`config.mk`:
```
export PLATFORM = sky130hd
export DESIGN_NAME = bmc_top
export DESIGN_NICKNAME = d
export VERILOG_FILES = /design/src/rtl/bmc_pkg.sv /design/src/rtl/bmc_comparator.sv /design/src/rtl/bmc_top.sv
export VERILOG_INCLUDE_DIRS = /design/src /design/src/rtl
export SDC_FILE = /design/constraint.sdc
export NUM_CORES = 1
export LEC_CHECK = 0
export BUFFER_PORTS_ARGS = -buffer_cell sky130_fd_sc_hd__buf_2
export CAP_MARGIN = 20
export CORE_UTILIZATION = 50
export CTS_CLUSTER_SIZE = 30
export DETAILED_ROUTE_END_ITERATION = 12
export GPL_TIMING_DRIVEN = 0
export PLACE_DENSITY = 0.65
export SETUP_SLACK_MARGIN = 0.5
export SYNTH_ARGS = -nofsm -noshare
export SYNTH_HDL_FRONTEND = slang
export SYNTH_SLANG_ARGS = --single-unit
```
`constraint.sdc`:
```
create_clock -name CORE_CLK_IN -period 7.7 [get_ports CORE_CLK_IN]
set_input_delay 0.385 -clock CORE_CLK_IN [delete_from_list [all_inputs] [get_ports CORE_CLK_IN]]
set_output_delay 0.385 -clock CORE_CLK_IN [all_outputs]
set_load 0.01 [all_outputs]
```
`src/rtl/bmc_defs.svh`:
```
`ifndef BMC_DEFS_SVH
`define BMC_DEFS_SVH
`define BMC_NUM_BP 4
`define BMC_EN_STRIDE 2
`define BMC_ADDR_W 32
`define BMC_IO_ADDR_W 16
`define BMC_CTRL_W 32
`define BMC_CTRL_RESET 32'h0000_0400
`define BMC_BIT_EXACT_LOCAL 8
`define BMC_BIT_EXACT_ALL 9
`define BMC_BIT_GUARD 13
`define BMC_FIELD_BASE 16
`define BMC_FIELD_STRIDE 4
`define BMC_SIZE_OFS 2
`define BMC_STAT_GUARD_BIT 13
`define BMC_STAT_W 16
`define BMC_RW_EXEC 2'h0
`define BMC_RW_WRITE 2'h1
`define BMC_RW_IO 2'h2
`define BMC_RW_DATA 2'h3
`define BMC_LEN_1 2'h0
`define BMC_LEN_2 2'h1
`define BMC_LEN_4 2'h3
`define BMC_DREG_SEL_W 3
`define BMC_DREG_STATUS 3'h6
`define BMC_DREG_CONTROL 3'h7
`endif

```
`src/rtl/bmc_pkg.sv`:
```
package bmc_pkg;
  `include "bmc_defs.svh"
  typedef enum logic [1:0]
  {
    BMC_ACC_NONE = 2'h0,
    BMC_ACC_FETCH = 2'h1,
    BMC_ACC_MEM = 2'h3,
    BMC_ACC_IO = 2'h2
  } bmc_acc_t;
endpackage : bmc_pkg

```
`src/rtl/bmc_comparator.sv`:
```
`timescale 1ns/100ps
`include "bmc_defs.svh"
module bmc_comparator
  import bmc_pkg::*;
#(
  parameter int ADDR_W = `BMC_ADDR_W
)
(
  input wire logic [ADDR_W-1:0] bp_addr_in,
  input wire logic [1:0] cond_type_in,
  input wire logic [1:0] size_in,
  input wire logic ext_sel_in,
  input wire logic [1:0] acc_kind_in,
  input wire logic acc_write_in,
  input wire logic [ADDR_W-1:0] acc_addr_in,
  input wire logic [2:0] acc_len_m1_in,
  output logic hit_out
);
  logic [ADDR_W-1:0] mask;
  logic [ADDR_W-1:0] bp_lo;
  logic [ADDR_W-1:0] bp_hi;
  logic [ADDR_W-1:0] acc_hi;
  logic kind_ok;
  always_comb
  begin
    // low bits masked by size force alignment
    unique case (size_in)
      `BMC_LEN_2: mask = {{(ADDR_W-1){1'b1}}, 1'b0};
      `BMC_LEN_4: mask = {{(ADDR_W-2){1'b1}}, 2'b00};
      default: mask = {ADDR_W{1'b1}};
    endcase
    bp_lo = bp_addr_in & mask;
    bp_hi = bp_lo | ~mask;
    acc_hi = acc_addr_in + ADDR_W'(acc_len_m1_in);
    unique case (cond_type_in)
      `BMC_RW_EXEC: kind_ok = (acc_kind_in == BMC_ACC_FETCH);
      `BMC_RW_WRITE: kind_ok = (acc_kind_in == BMC_ACC_MEM) && acc_write_in;
      `BMC_RW_IO: kind_ok = ext_sel_in && (acc_kind_in == BMC_ACC_IO);
      default: kind_ok = (acc_kind_in == BMC_ACC_MEM);
    endcase
    if (cond_type_in == `BMC_RW_EXEC)
      hit_out = kind_ok && (acc_addr_in == bp_lo);
    else
      hit_out = kind_ok && (acc_addr_in <= bp_hi) && (acc_hi >= bp_lo);
  end
endmodule : bmc_comparator

```
`src/rtl/bmc_top.sv`:
```
`timescale 1ns/100ps
`include "bmc_defs.svh"
// Contract
// - a met condition with its local enable set raises a debug exception.
// - all local enables clear on every task switch.
// - a met condition with its global enable set raises a debug exception.
// - global enables survive task switches.
// - exact-match bits 8 and 9 are stored only; software sets both.
// - guard bit set traps any debug-register move before it runs.
// - guarded access sets access-detected status before the exception.
// - entering the debug handler clears the guard bit.
// - extensions on: 00 exec, 01 write, 10 I/O, 11 data read/write.
// - extensions off: code 10 undefined, here never matches.
// - size codes 00 one, 01 two, 11 four bytes; 10 undefined.
// - size masks low breakpoint address bits for alignment.
// - I/O port address zero-extended from 16 to 32 bits.
// - data match when any accessed byte lies in the range.
// - execution match only on an instruction's first byte.
// - four 32-bit linear breakpoint addresses compared pre-translation.
// - on exception, all met-condition flags set, enabled or not.
module bmc_top
  import bmc_pkg::*;
#(
  parameter int NUM_BP = `BMC_NUM_BP,
  parameter int ADDR_W = `BMC_ADDR_W
)
(
  input wire logic CORE_CLK_IN,
  input wire logic RST_IN,
  input wire logic DREG_WR_IN,
  input wire logic DREG_RD_IN,
  input wire logic [2:0] DREG_SEL_IN,
  input wire logic [31:0] DREG_WDATA_IN,
  input wire logic EXT_SEL_IN,
  input wire logic TASK_SWITCH_IN,
  input wire logic HANDLER_ENTRY_IN,
  input wire logic [1:0] ACC_KIND_IN,
  input wire logic ACC_WRITE_IN,
  input wire logic [31:0] ACC_ADDR_IN,
  input wire logic [2:0] ACC_LEN_M1_IN,
  output logic [31:0] DREG_RDATA_OUT,
  output logic DBG_EXC_OUT,
  output logic GUARD_FAULT_OUT
);
  logic [31:0] ctrl, next_ctrl;
  logic [ADDR_W-1:0] bp_addr [NUM_BP];
  logic [ADDR_W-1:0] next_bp_addr [NUM_BP];
  logic [`BMC_STAT_W-1:0] status, next_status;
  logic [31:0] next_rdata;
  logic next_exc, next_gfault;
  logic [NUM_BP-1:0] hit, armed;
  logic [NUM_BP-1:0] loc_en, glob_en;
  logic [ADDR_W-1:0] acc_addr;
  logic guard_trap;

  // port addresses carry no upper bits
  assign acc_addr = (ACC_KIND_IN == BMC_ACC_IO) ?
    {{(ADDR_W-`BMC_IO_ADDR_W){1'b0}}, ACC_ADDR_IN[`BMC_IO_ADDR_W-1:0]} :
    ACC_ADDR_IN[ADDR_W-1:0];

  // one comparator per breakpoint; all of them see the same access
  genvar gi;
  generate
    for (gi = 0; gi < NUM_BP; gi++)
    begin : g_bp
      bmc_comparator #(.ADDR_W(ADDR_W)) u_cmp
      (
        .bp_addr_in(bp_addr[gi]),
        .cond_type_in(ctrl[`BMC_FIELD_BASE+`BMC_FIELD_STRIDE*gi +: 2]),
        .size_in(ctrl[`BMC_FIELD_BASE+`BMC_FIELD_STRIDE*gi+`BMC_SIZE_OFS +: 2]),
        .ext_sel_in(EXT_SEL_IN),
        .acc_kind_in(ACC_KIND_IN),
        .acc_write_in(ACC_WRITE_IN),
        .acc_addr_in(acc_addr),
        .acc_len_m1_in(ACC_LEN_M1_IN),
        .hit_out(hit[gi])
      );
      // enables sit in pairs, the per-task one below the all-task one
      assign loc_en[gi] = ctrl[`BMC_EN_STRIDE*gi];
      assign glob_en[gi] = ctrl[`BMC_EN_STRIDE*gi+1];
      assign armed[gi] = hit[gi] && (loc_en[gi] || glob_en[gi]);
    end
  endgenerate

  // a move is judged in the cycle it is offered, before it can change anything
  assign guard_trap = ctrl[`BMC_BIT_GUARD] && (DREG_WR_IN || DREG_RD_IN);

  always_comb
  begin
    next_ctrl = ctrl;
    next_status = status;
    for (int i = 0; i < NUM_BP; i++)
      next_bp_addr[i] = bp_addr[i];
    next_exc = (|armed) || guard_trap;
    next_gfault = guard_trap;
    // read data holds between reads so the core may take it late
    next_rdata = DREG_RDATA_OUT;
    // a trapped move is never carried out
    if (DREG_WR_IN && !guard_trap)
    begin
      if (DREG_SEL_IN < 3'(NUM_BP))
        next_bp_addr[DREG_SEL_IN[1:0]] = DREG_WDATA_IN[ADDR_W-1:0];
      else if (DREG_SEL_IN == `BMC_DREG_STATUS)
        next_status = DREG_WDATA_IN[`BMC_STAT_W-1:0];
      else if (DREG_SEL_IN == `BMC_DREG_CONTROL)
        next_ctrl = DREG_WDATA_IN;
    end
    if (DREG_RD_IN && !guard_trap)
    begin
      if (DREG_SEL_IN < 3'(NUM_BP))
        next_rdata = bp_addr[DREG_SEL_IN[1:0]];
      else if (DREG_SEL_IN == `BMC_DREG_STATUS)
        next_rdata = {16'h0000, status};
      else if (DREG_SEL_IN == `BMC_DREG_CONTROL)
        next_rdata = ctrl;
      else
        next_rdata = 32'h0000_0000;
    end
    // hardware set wins over a same-cycle status write
    if (next_exc)
      next_status[NUM_BP-1:0] = status[NUM_BP-1:0] | hit;
    if (guard_trap)
      next_status[`BMC_STAT_GUARD_BIT] = 1'b1;
    // task switch and handler entry win over a same-cycle software write
    if (TASK_SWITCH_IN)
      for (int i = 0; i < NUM_BP; i++)
        next_ctrl[`BMC_EN_STRIDE*i] = 1'b0;
    if (HANDLER_ENTRY_IN)
      next_ctrl[`BMC_BIT_GUARD] = 1'b0;
  end

  always_ff @(posedge CORE_CLK_IN or posedge RST_IN)
  begin
    if (RST_IN)
    begin
      // guard comes up clear, so the first move after reset is never trapped
      ctrl <= `BMC_CTRL_RESET;
      status <= '0;
      for (int i = 0; i < NUM_BP; i++)
        bp_addr[i] <= '0;
      DREG_RDATA_OUT <= 32'h0000_0000;
      DBG_EXC_OUT <= 1'b0;
      GUARD_FAULT_OUT <= 1'b0;
    end
    else
    begin
      ctrl <= next_ctrl;
      status <= next_status;
      for (int i = 0; i < NUM_BP; i++)
        bp_addr[i] <= next_bp_addr[i];
      DREG_RDATA_OUT <= next_rdata;
      DBG_EXC_OUT <= next_exc;
      GUARD_FAULT_OUT <= next_gfault;
    end
  end

  // checks watch the registered answers one edge after their cause; the I/O checks look in the same cycle
  AST_LOCAL_CLR: assert property (@(posedge CORE_CLK_IN) disable iff (RST_IN)
    TASK_SWITCH_IN |=> loc_en == '0)
    else $error("local enables survived a task switch");
  AST_GLOBAL_KEEP: assert property (@(posedge CORE_CLK_IN) disable iff (RST_IN)
    TASK_SWITCH_IN && !DREG_WR_IN |=> glob_en == $past(glob_en))
    else $error("global enables changed on task switch");

  AST_LOCAL_EXC: assert property (@(posedge CORE_CLK_IN) disable iff (RST_IN)
    (|(hit & loc_en)) |=> DBG_EXC_OUT)
    else $error("locally enabled hit gave no exception");
  AST_GLOBAL_EXC: assert property (@(posedge CORE_CLK_IN) disable iff (RST_IN)
    (|(hit & glob_en)) |=> DBG_EXC_OUT)
    else $error("globally enabled hit gave no exception");
  AST_EXC_ON_HIT: assert property (@(posedge CORE_CLK_IN) disable iff (RST_IN)
    (|armed) |=> DBG_EXC_OUT)
    else $error("armed hit gave no exception");
  AST_NO_SPURIOUS: assert property (@(posedge CORE_CLK_IN) disable iff (RST_IN)
    !(|armed) && !guard_trap |=> !DBG_EXC_OUT)
    else $error("exception without cause");

  AST_EXACT_KEEP: assert property (@(posedge CORE_CLK_IN) disable iff (RST_IN)
    DREG_WR_IN && !guard_trap && DREG_SEL_IN == `BMC_DREG_CONTROL |=>
    ctrl[`BMC_BIT_EXACT_ALL:`BMC_BIT_EXACT_LOCAL] ==
    $past(DREG_WDATA_IN[`BMC_BIT_EXACT_ALL:`BMC_BIT_EXACT_LOCAL]))
    else $error("exact-match bits not stored");

  // a guarded move is refused, reported and leaves read data and, barring a task switch or handler entry, ctrl as they were
  AST_GUARD: assert property (@(posedge CORE_CLK_IN) disable iff (RST_IN)
    guard_trap |=> GUARD_FAULT_OUT && DBG_EXC_OUT && status[`BMC_STAT_GUARD_BIT])
    else $error("guard trap not reported");
  AST_GUARD_BLOCKS: assert property (@(posedge CORE_CLK_IN) disable iff (RST_IN)
    guard_trap && !HANDLER_ENTRY_IN && !TASK_SWITCH_IN |=> ctrl == $past(ctrl))
    else $error("guarded write took effect");
  AST_GUARD_RDATA: assert property (@(posedge CORE_CLK_IN) disable iff (RST_IN)
    guard_trap |=> $stable(DREG_RDATA_OUT))
    else $error("guarded read returned data");
  AST_GFAULT_CAUSE: assert property (@(posedge CORE_CLK_IN) disable iff (RST_IN)
    !guard_trap |=> !GUARD_FAULT_OUT)
    else $error("guard fault without a guarded move");
  AST_HANDLER: assert property (@(posedge CORE_CLK_IN) disable iff (RST_IN)
    HANDLER_ENTRY_IN |=> !ctrl[`BMC_BIT_GUARD])
    else $error("guard not cleared on handler entry");

  AST_FLAGS: assert property (@(posedge CORE_CLK_IN) disable iff (RST_IN)
    next_exc && !DREG_WR_IN |=> (status[NUM_BP-1:0] & $past(hit)) == $past(hit))
    else $error("met-condition flags not set");
  AST_STATUS_QUIET: assert property (@(posedge CORE_CLK_IN) disable iff (RST_IN)
    !next_exc && !DREG_WR_IN |=> status == $past(status))
    else $error("status changed without an exception");

  AST_IO_EXT: assert property (@(posedge CORE_CLK_IN) disable iff (RST_IN)
    ACC_KIND_IN == BMC_ACC_IO |-> acc_addr[ADDR_W-1:`BMC_IO_ADDR_W] == '0)
    else $error("port address not zero-extended");
  AST_IO_LEGACY: assert property (@(posedge CORE_CLK_IN) disable iff (RST_IN)
    !EXT_SEL_IN && ACC_KIND_IN == BMC_ACC_IO |-> hit == '0)
    else $error("port access matched with extensions off");

  // main scenarios
  COV_HIT: cover property (@(posedge CORE_CLK_IN) |armed);
  COV_GUARD: cover property (@(posedge CORE_CLK_IN) guard_trap);
  COV_TASK: cover property (@(posedge CORE_CLK_IN) TASK_SWITCH_IN && ctrl[0]);
  COV_UNARMED: cover property (@(posedge CORE_CLK_IN) (|hit) && !(|armed));
  COV_IO: cover property (@(posedge CORE_CLK_IN) ACC_KIND_IN == BMC_ACC_IO && (|hit));
endmodule : bmc_top

```
Word level (Yosys, flattened, before mapping)
Cells that the tools add are included.
Widths: inputs -> output; s select.
Operators by class
  add/subtract/negate cells: 1
  multipliers: 0
  divide/modulo/power cells: 0
  order comparisons: 11
  eq/ne operators: 31
  shift-type cells: 0
  multiplexer cells: 36
  bitwise logic cells: 16
  reduce and logical (&&, ||, !) cells: 49
Operators with widths (count)
  $mux 32: 7
  $and 32x32->32: 4
  $bwmux 128: 1
  $eq 32x32->1: 4
  $ge 32x32->1: 4
  $le 32x32->1: 4
  $not 32->32: 4
  $or 32x32->32: 4
  $mux 14: 7
  $bmux 32 s2: 1
  $demux 32 s2: 1
  $add 32x3->32: 1
  $logic_and 1x1->1: 22
  $eq 2x2->1 const B: 10
  $eq 2x1->1 const B: 9
  $pmux 2 s2: 4
  $reduce_bool 2->1: 8
  $ne 2x2->1 const B: 6
  $pmux 1 s3: 4
  $reduce_and 4->1: 3
  $mux 1: 10
  $reduce_and 3->1: 3
  $logic_not 2->1: 4
  $eq 3x3->1 const B: 2
  11 further kinds: 17
Word-level totals
  flip-flop bits (word level): 210
  latch bits: 0
  bits in writable memories: 0
  bits in read-only memories: 0
  bits of input ports: 80
  output and inout bits: 34
  word-level logic and storage cells: 157
  memories: 0

Logic depth before layout (Yosys ltp)
Gate-level depths: netlist of the first run.
  depth in word-level cells: 13
  gate-level depth with buffers: 23
  mapped depth without buffers: 23

By module
Synthesis of the first run repeated with hierarchy kept, for this count alone.
Second synthesis, totals
  cells, all modules: 1854
  area, all modules: 18392.6 µm²
By module, submodules not included
  bmc_top: instances 1, cells an instance 653, area an instance 9346.5 µm², seq. area each 5256.3 µm²
  bmc_comparator (g_bp[1].u_cmp ...): instances 2, cells an instance 297, area an instance 2264.7 µm², seq. area each 0.0 µm²
  bmc_comparator (g_bp[0].u_cmp): instances 1, cells an instance 307, area an instance 2273.4 µm², seq. area each 0.0 µm²
  bmc_comparator (g_bp[3].u_cmp): instances 1, cells an instance 300, area an instance 2243.4 µm², seq. area each 0.0 µm²

Worst setup path after synthesis of the first run
No wires, ideal clock.
  kind: input -> register
  from: input port ACC_ADDR_IN[1]
  to: register status[1]
  library setup time: 0.121 ns
  arrival: 4.433 ns
  slack: 3.146 ns
  stages on the path: 20
  path buffers: 1
  cells stage by stage: ha_1 a21o_1 a21oi_1 or3_1 buf_6 nor4_4 and3_1 and3_1 and3_4 xnor2_1 nor2_1 ha_1 a21o_1 a21o_1 a2111oi_0 a22oi_1 a211oi_2 and3_1 nand3_1 o22a_1
Between the ends
  cells in the longest elaborated chain, start to end: 10
  elaborated cells on any way between the ends: 42
  those cells by class: add/sub: 1; order compare: 8; eq/ne: 5; mux: 6; bitwise: 1; reduce/logical: 21
Ends and longest elaborated chain
  from (decl): line bmc_top.sv:39  | input wire logic [31:0] ACC_ADDR_IN,
  $mux 32 *: line bmc_top.sv:57  | assign acc_addr = (ACC_KIND_IN == BMC_ACC_IO) ?
  $add 32x3->32 or $le 32x32->1 (tied branches): line bmc_comparator.sv:34, bmc_comparator.sv:44
  $ge 32x32->1 or $logic_and 1x1->1 (tied branches): line bmc_comparator.sv:44  | hit_out = kind_ok && (acc_addr_in <= bp_hi) && (acc_hi >= bp_lo);
  $logic_and 1x1->1: line bmc_comparator.sv:44
  $mux 1: line bmc_comparator.sv:41  | if (cond_type_in == `BMC_RW_EXEC)
  $logic_and 1x1->1: line bmc_top.sv:81  | assign armed[gi] = hit[gi] && (loc_en[gi] || glob_en[gi]);
  $reduce_or 4->1: line bmc_top.sv:94  | next_exc = (|armed) || guard_trap;
  $logic_or 1x1->1: line bmc_top.sv:94
  $ne 2x2->1 (no source line) or $reduce_bool 2->1 (tied branches)
  $reduce_and 3->1 (no source line)
  to (signal assigned): line bmc_top.sv:148  | status <= next_status;
  to (decl): line bmc_top.sv:48  | logic [`BMC_STAT_W-1:0] status, next_status;
Mark *: on every way between the ends. The rest lies on a longest branch, timed or not.
A chain may end at the register's enable or synchronous reset.

Worst setup path in the final report of the first run
  from: input port ACC_ADDR_IN[0]
  to: register status[1]
Between the ends
  cells in the longest elaborated chain, start to end: 10
  elaborated cells on any way between the ends: 42
  those cells by class: add/sub: 1; order compare: 8; eq/ne: 5; mux: 6; bitwise: 1; reduce/logical: 21
Ends and longest elaborated chain
  $mux 32 *: line bmc_top.sv:57
  $add 32x3->32 or $le 32x32->1 (tied branches): line bmc_comparator.sv:34, bmc_comparator.sv:44
  $ge 32x32->1 or $logic_and 1x1->1 (tied branches): line bmc_comparator.sv:44
  $logic_and 1x1->1: line bmc_comparator.sv:44
  $mux 1: line bmc_comparator.sv:41
  $logic_and 1x1->1: line bmc_top.sv:81
  $reduce_or 4->1 *: line bmc_top.sv:94
  $logic_or 1x1->1 *: line bmc_top.sv:94
  net next_exc: line bmc_top.sv:50  | logic next_exc, next_gfault;
  $ne 2x2->1 (no source line) or $reduce_bool 2->1 (tied branches)
  $reduce_and 3->1 (no source line)
Mark *: on every way through the listed nets, which the timed path passes. The rest lies on a longest branch.

==> flow_summary.yaml, run 1 <==
run_status:
  outcome: "finished, violations left"
  violations: "hold timing"
critical_path:
  critical_path_class: "primary input to flip-flop"
  crit_fanout: 4
  cp.required_ns: 8.19
  cp-start-kind: "primary input"
  crit_chain: "buf_2 -> ha_1 -> fa_1 -> a21o_1 -> nand2_1 -> nor4_1 -> and3_1 -> nand3_1 -> nor2_1 -> and3_1 -> nand3_1 -> xor2_1 -> nor2_1 -> ha_1 -> nand4_1 -> nor3_1 -> o221ai_1 -> a21oi_1 -> nor3_1 -> a21oi_1 -> o22ai_1 -> nand4_4 -> mux2i_1 -> o22a_1"
  cp-end-kind: "flip-flop"
  cp.arrival_ns: 6.87
  critical-path-max-stage-delay_ns: 0.91
  slowest_stage: "nor3_1"
floorplanning:
  rows: 64
  coreArea_sq_mm: 0.03099
  die-area_sq_mm: 0.03257
  start_util_pct: 51.40
  die_w_microns: 180.5
  die_height_microns: 180.5
  io_pins: 114
synthesis:
  synthArstFlopShare_pct: 100.0
  synth_cell_types: 69
  yosysSeqAreaShare_pct: 33.00
  syn_inst: 1622
  synth_area_leader_cell: "dfrtp_1"
  synth.most_common_cell: "ha_1"
  netlist_top_cells_count: "259 x ha_1, 209 x dfrtp_1, 164 x nand2_1"
  synth_area_leaders: "dfrtp_1 33%, ha_1 20%, mux2_2 8.6%"
  synth_fp_nets: 1962
  synth-edff-count: 0
  syn-cell-area_sq_mm: 0.01593
  synth_ff_type: "dfrtp_1"
  synth_top_area_share_pct: 32.84
  yosys_warnings: 0
  ys_ff_latch: 210
  syn_area_per_cell_sq_um: 9.820
finish:
  regArea_sq_mm: 0.005256
  fillers: 2768
  drive_gt1_share_pct: 18.72
  nNetsFinal: 2105
  multi_input_area_sq_mm: 0.009975
  final_cells: 2181
  area_delta_synth_final_pct: 12.72
timing:
  holdWs_ns: -0.01251
  hold_viol: 4
  max_slew_margin_pct: 25.96
  grt_setup_unrepaired: "no"
  setup_viol_count_final: 0
  tightest_slew_ns: 1.102
  post-route-min-period_ns: 6.388
  skew_ns: 0.01212
  max_clock_freq_mhz: 156.5
  slew_violations: 0
  fin_tns_setup_ns: 0
  timing.final.crit_share_pct: 82.96
grt:
  grt_util_all_layers_pct: 33.07
  first_global_vias: 13130
  antenna_found_initial: 3
  gr-total-overflow: 0
  grt_first_pass_wirelength_mm: 80.98
  grt_max_degree: 112
route:
  wl_mm: 53.75
  drtPass1Iterations: 5
  wire_per_inst_microns: 24.64
  detail_route.iter0.violations: 1320
  postRouteAntennaNets: 0
  drt-vias-per-instance: 6.319
  drc: 0
  vias: 13780
placement:
  port_buffers: 111
  hpwl_mm: 42.83
  place_congestion: 0.9890
  placed_cells: 2132
clocking:
  clk_pin_slew_worst_paths_ns: 0.06
  cts.sinks: 210
  cts_buffers: 25
  cts_setup_buffers: 0
  cts_root_buf: "clkbuf_16"
  cts.htree.levels: 1
  hold_buffers: 0
  clk_latency_ns: 0.55
  cts_tree: "built"
  clock_path_buffers: 3
  cts_resized: 0
power_and_ir_drop:
  clock_power_share_pct: 29.5
  power.share.sequential_pct: 35.0
  power_density_mw_per_mm2: 239.7
  p_switching_mw: 1.568
  p_comb_share_pct: 35.5
  leakagePower_nw: 8.399
  total_power_mw: 4.304
  p_int_mw: 2.736
  swShare_pct: 36.42
  peakVddDrop_mv: 0.1928
run:
  cap_violations: 0
min_path:
  hold_path.class: "primary input to asynchronous set/reset pin"
==> cells in the final DEF, fill, tap and decap left out, types with 8 or more instances in the layout <==
cell / count
buf_2: 111
mux2i_1: 8
xnor2_1: 18
and2_1: 19
nor2b_1: 9
mux2_2: 121
a21o_1: 23
nor4_1: 12
a21oi_1: 101
nand4_1: 47
dfrtp_1: 209
nand2_1: 164
nand3_1: 47
clkbuf_1: 40
ha_1: 259
a211oi_1: 15
nor2_1: 49
nor3_1: 15
and3_1: 14
mux4_2: 32
a22oi_1: 32
nand2b_1: 8
o21ai_0: 133
inv_1: 133
xor2_1: 20
clkbuf_16: 25
buf_1: 9
==> cell type report <==
cell class | instances | share of cell area, %
clock inverters | 12 | 0.8920
repair buffers | 116 | 3.540
clock buffers | 34 | 4.007
inverters | 134 | 2.843
flip-flops and latches | 210 | 29.28
plain buffers | 49 | 1.108
diodes | 1 | 0.01394
well taps | 396 | 2.760
multi-input cells | 1229 | 55.56
==> path summary, 6_finish.rpt <==
check | slack (ns) | start | end | cells after the start
hold / removal | -0.01 | RST_IN | DREG_RDATA_OUT[24] | 2
hold reg to reg | 0.47 | DREG_RDATA_OUT[0] | DREG_RDATA_OUT[0] | 2
max in group asynchronous | 6.72 | RST_IN | ctrl[10] | 3
min in group CORE_CLK_IN | 0.03 | HANDLER_ENTRY_IN | ctrl[13] | 2
setup / recovery | 1.31 | ACC_ADDR_IN[0] | status[1] | 24
setup reg to reg | 3.68 | bp_addr[30] | status[1] | 12
==> routing by layer <==
layer,up-vias,global-route usage (%),share of wire (%)
li1,6258,-,-
met1,6845,49.73,46
met2,594,50.14,43
met3,84,5.073,8.8
met4,0,6.701,2.1
met5,-,0,0
==> registers in the layout, summed over array words and instances, names as in the netlist <==
register / flops
status: 16
DREG_RDATA_OUT: 32
ctrl: 32
DBG_EXC_OUT: 1
GUARD_FAULT_OUT: 1
bp_addr: 128
==> critical path, delay by kind of cell <==
kind | cells | cell delay (ns)
AO/OA/AOI/OAI | 6 | 1.79
XOR/XNOR | 1 | 0.15
adder cells (fa/ha/maj) | 3 | 0.67
buffers and inverters | 1 | 0.14
multiplexers | 1 | 0.24
AND/OR/NAND/NOR | 12 | 3.45
==> through the flow <==
| stage | hold WS, ns | instance area (sq um) | worst slack, ns | util [%] |
|---|---|---|---|---|
| detailed placement | 0.4653 | 17040 | 1.097 | 54.99 |
| CTS | 0.01256 | 17920 | 1.616 | 57.83 |
| finish | -0.01251 | 17950 | 1.312 | 57.93 |
| global placement | 0.4563 | 16980 | -0.9516 | 54.79 |
| floorplan | 0.4514 | 15930 | 1.579 | - |
| global route | 0.01082 | 17950 | 1.275 | 57.93 |
==> cells by family (layout without fill, tap and decap cells) <==
logic type / count (synthesis) / in the layout / share of synthesized area (%)
AND/OR/NAND/NOR: 412 / 412 / 12.84
AO/OA/AOI/OAI: 358 / 358 / 13.61
adder cells (fa/ha/maj): 260 / 260 / 20.47
flip-flops: 210 / 210 / 33.00
buffers and inverters: 183 / 345 / 4.407
multiplexers: 161 / 161 / 13.58
XOR/XNOR: 38 / 38 / 2.090
other: 0 / 1 / 0
==> power by group through the flow <==
| stage | registers (mW) | logic [mW] | clock network (mW) |
|---|---|---|---|
| after CTS | 1.50 | 1.50 | 1.28 |
| after global routing | 1.53 | 1.69 | 1.33 |
| after global placement | 1.51 | 1.45 | 0 |
| final | 1.51 | 1.53 | 1.27 |
| after detailed placement | 1.52 | 1.49 | 0 |
| after floorplan | 1.47 | 1.02 | 0 |
Power figures use the tool's default switching activity.
==> run 2: changes to the inputs <==
Settings changed: PLACE_DENSITY 0.65 to 0.68.
Clock period 7.7 ns to 5.1 ns, I/O delays scaled along.
==> run 2 against run 1 <==
  * The flow now finishes without violations
  * Largest power group unchanged
  * Wire length up 3.4%
  * First-iteration DRC count about the same
  * Final cell count increased by 1.7%
  * Largest cell class unchanged
  * Core utilization is 2.3 points higher
  * Setup slack lost 0.94 ns
  * Combinational power rose by 57%
  * Register-to-register slack got worse by 2.1 ns
  * Worst hold slack better by 0.029 ns
  * Power grew 52%
  * Highest routed layer is now met5
  * Sequential power is 51% higher
==> flow_summary.yaml, run 2 (synthesized netlist as in run 1, its figures left out) <==
run_status:
  outcome: "finished clean"
critical_path:
  critical_path_class: "primary input to flip-flop"
  slowest_stage: "or3_1"
  cp-start-kind: "primary input"
  cp.arrival_ns: 5.21
  crit_top_cell: "and3_4"
  critPathTopFamily: "simple AND/OR/NAND/NOR gates"
  r2r-end: "status[0]"
  r2r_start: "bp_addr[101]"
  ff2ff_path_depth: 10
  crit_path_start: "ACC_LEN_M1_IN[1]"
  path_depth: 25
  critical-path-max-stage-delay_ns: 0.39
  cp-end-kind: "flip-flop"
  crit_end: "status[0]"
  cp.required_ns: 5.58
  crit_fanout: 5
  r2r_slack_ns: 1.62
  crit_buf_inv: 3
finish:
  layout_commonest_cell: "ha_1"
  drive_gt1_share_pct: 21.37
  largest_reg_flops: 128
  final_cell_mix: "252 x ha_1, 209 x dfrtp_1, 163 x nand2_1, 133 x o21ai_0, 133 x inv_1"
  nNetsFinal: 2142
  fillers: 2695
  regMostFlops: "bp_addr"
  final_cells: 2218
  area_delta_synth_final_pct: 17.20
  top_regs: "bp_addr: 128 flops, DREG_RDATA_OUT: 32 flops, ctrl: 32 flops"
placement:
  placed_cells: 2136
  place_congestion: 0.9761
  port_buffers: 111
  hpwl_mm: 43.50
timing:
  timing.final.crit_share_pct: 92.78
  max_slew_margin_pct: 19.83
  post-route-min-period_ns: 4.732
  tightest_slew_ns: 1.202
  max_clock_freq_mhz: 211.3
  grt_setup_unrepaired: "yes"
  hold_viol: 0
  skew_ns: 0.02112
  slew_violations: 0
  setup_viol_count_final: 0
route:
  drtPass1Iterations: 5
  drt-vias-per-instance: 6.231
  drc: 0
  wl_mm: 55.58
  detail_route.iter0.violations: 1319
  postRouteAntennaNets: 0
  wire_per_inst_microns: 25.06
  vias: 13820
power_and_ir_drop:
  peakVddDrop_mv: 0.2722
  leakagePower_nw: 8.644
  total_power_mw: 6.540
  power_density_mw_per_mm2: 350.3
floorplanning:
  io_pins: 114
  die_height_microns: 180.5
  die_w_microns: 180.5
  coreArea_sq_mm: 0.03099
  rows: 64
  start_util_pct: 51.40
  die-area_sq_mm: 0.03257
grt:
  first_global_vias: 13590
  grt_max_degree: 43
  antenna_found_initial: 5
  grt_util_all_layers_pct: 34.15
  gr-total-overflow: 0
  grt_first_pass_wirelength_mm: 83.49
clocking:
  clock_path_buffers: 3
  cts_buffers: 24
  clk_latency_ns: 0.55
  cts.sinks: 210
  cts_tree: "built"
  cts_root_buf: "clkbuf_16"
  clk_pin_slew_worst_paths_ns: 0.06
  cts.htree.levels: 1
run:
  cap_violations: 0
min_path:
  hold_path_depth: 3
  hold_path.class: "primary input to flip-flop"
run 2: metrics by stage:
stage / cell area, sq um / TNS [ns] / setup slack [ns] / utilization [%] / hold slack (ns)
after floorplan: 15930 / 0 / 0.6755 / - / 0.3214
after detailed placement: 17110 / -5.387 / -1.232 / 55.21 / 0.4598
after CTS: 18360 / 0 / 0.5002 / 59.25 / 0.001146
after global routing: 18670 / 0 / 0.2387 / 60.24 / 0.03211
after global placement: 16980 / -5.632 / -1.278 / 54.80 / 0.4570
final: 18670 / 0 / 0.3682 / 60.24 / 0.01666
run 2: worst reg2reg max path: stages (launching register included):
cell and delay (ns):
dfrtp_1 0.36, inv_1 0.10, ha_1 0.31, nand4_1 0.25
nor4_1 0.74, nand4_1 0.16, a211oi_1 0.72, o22ai_4 0.21
nand4_4 0.18, mux2i_1 0.23, o22a_1 0.17
run 2: power by group:
part / switching [mW] / internal [mW] / total, mW
sequential: 0.266 / 2.01 / 2.28
combinational: 1.39 / 1.01 / 2.40
clock: 0.733 / 1.12 / 1.85
total: 2.39 / 4.15 / 6.54
run 2: worst min path at each step:
stage | start | endpoint | slack [ns]
6_report | DREG_WDATA_IN[18] | bp_addr[18] | 0.02
5_1_grt | DREG_WDATA_IN[5] | bp_addr[5] | 0.03
4_1_cts | DREG_WDATA_IN[5] | bp_addr[5] | 0.001
3_5_place_dp | RST_IN | DREG_RDATA_OUT[26] | 0.46
3_3_place_gp | DREG_RDATA_OUT[28] | DREG_RDATA_OUT[28] | 0.46
2_1_floorplan | TASK_SWITCH_IN | ctrl[0] | 0.32
run 2: cell type report:
type                    instances  area [sq um]  area share, %
diodes                          2         5.005        0.02681
plain buffers                  49         198.9          1.066
clock buffers                  38         724.4          3.881
clock inverters                 6         108.9         0.5831
inverters                     134         506.7          2.714
multi-input cells            1229         10320          55.26
flip-flops and latches        210          5256          28.16
well taps                     396         495.5          2.654
repair buffers                154          1056          5.657
run 2: repair_timing:
| item | CTS | global route |
|---|---|---|
| resized for setup | 34 | 31 |
| setup endpoints to repair | 5 | 4 |
| hold buffers | 16 | 0 |
| pin swaps | 12 | 31 |
| setup buffers | 8 | 11 |
| endpoints found under the hold margin | 60 | 0 |
run 2: layer usage:
| layer | global-route usage (%) | up-vias | part of all wire (%) |
|---|---|---|---|
| met4 | 8.034 | 4 | 2.3 |
| li1 | - | 6308 | - |
| met5 | 0 | - | 0.040 |
| met2 | 51.61 | 604 | 43 |
| met1 | 50.23 | 6819 | 45 |
| met3 | 6.568 | 86 | 9.4 |
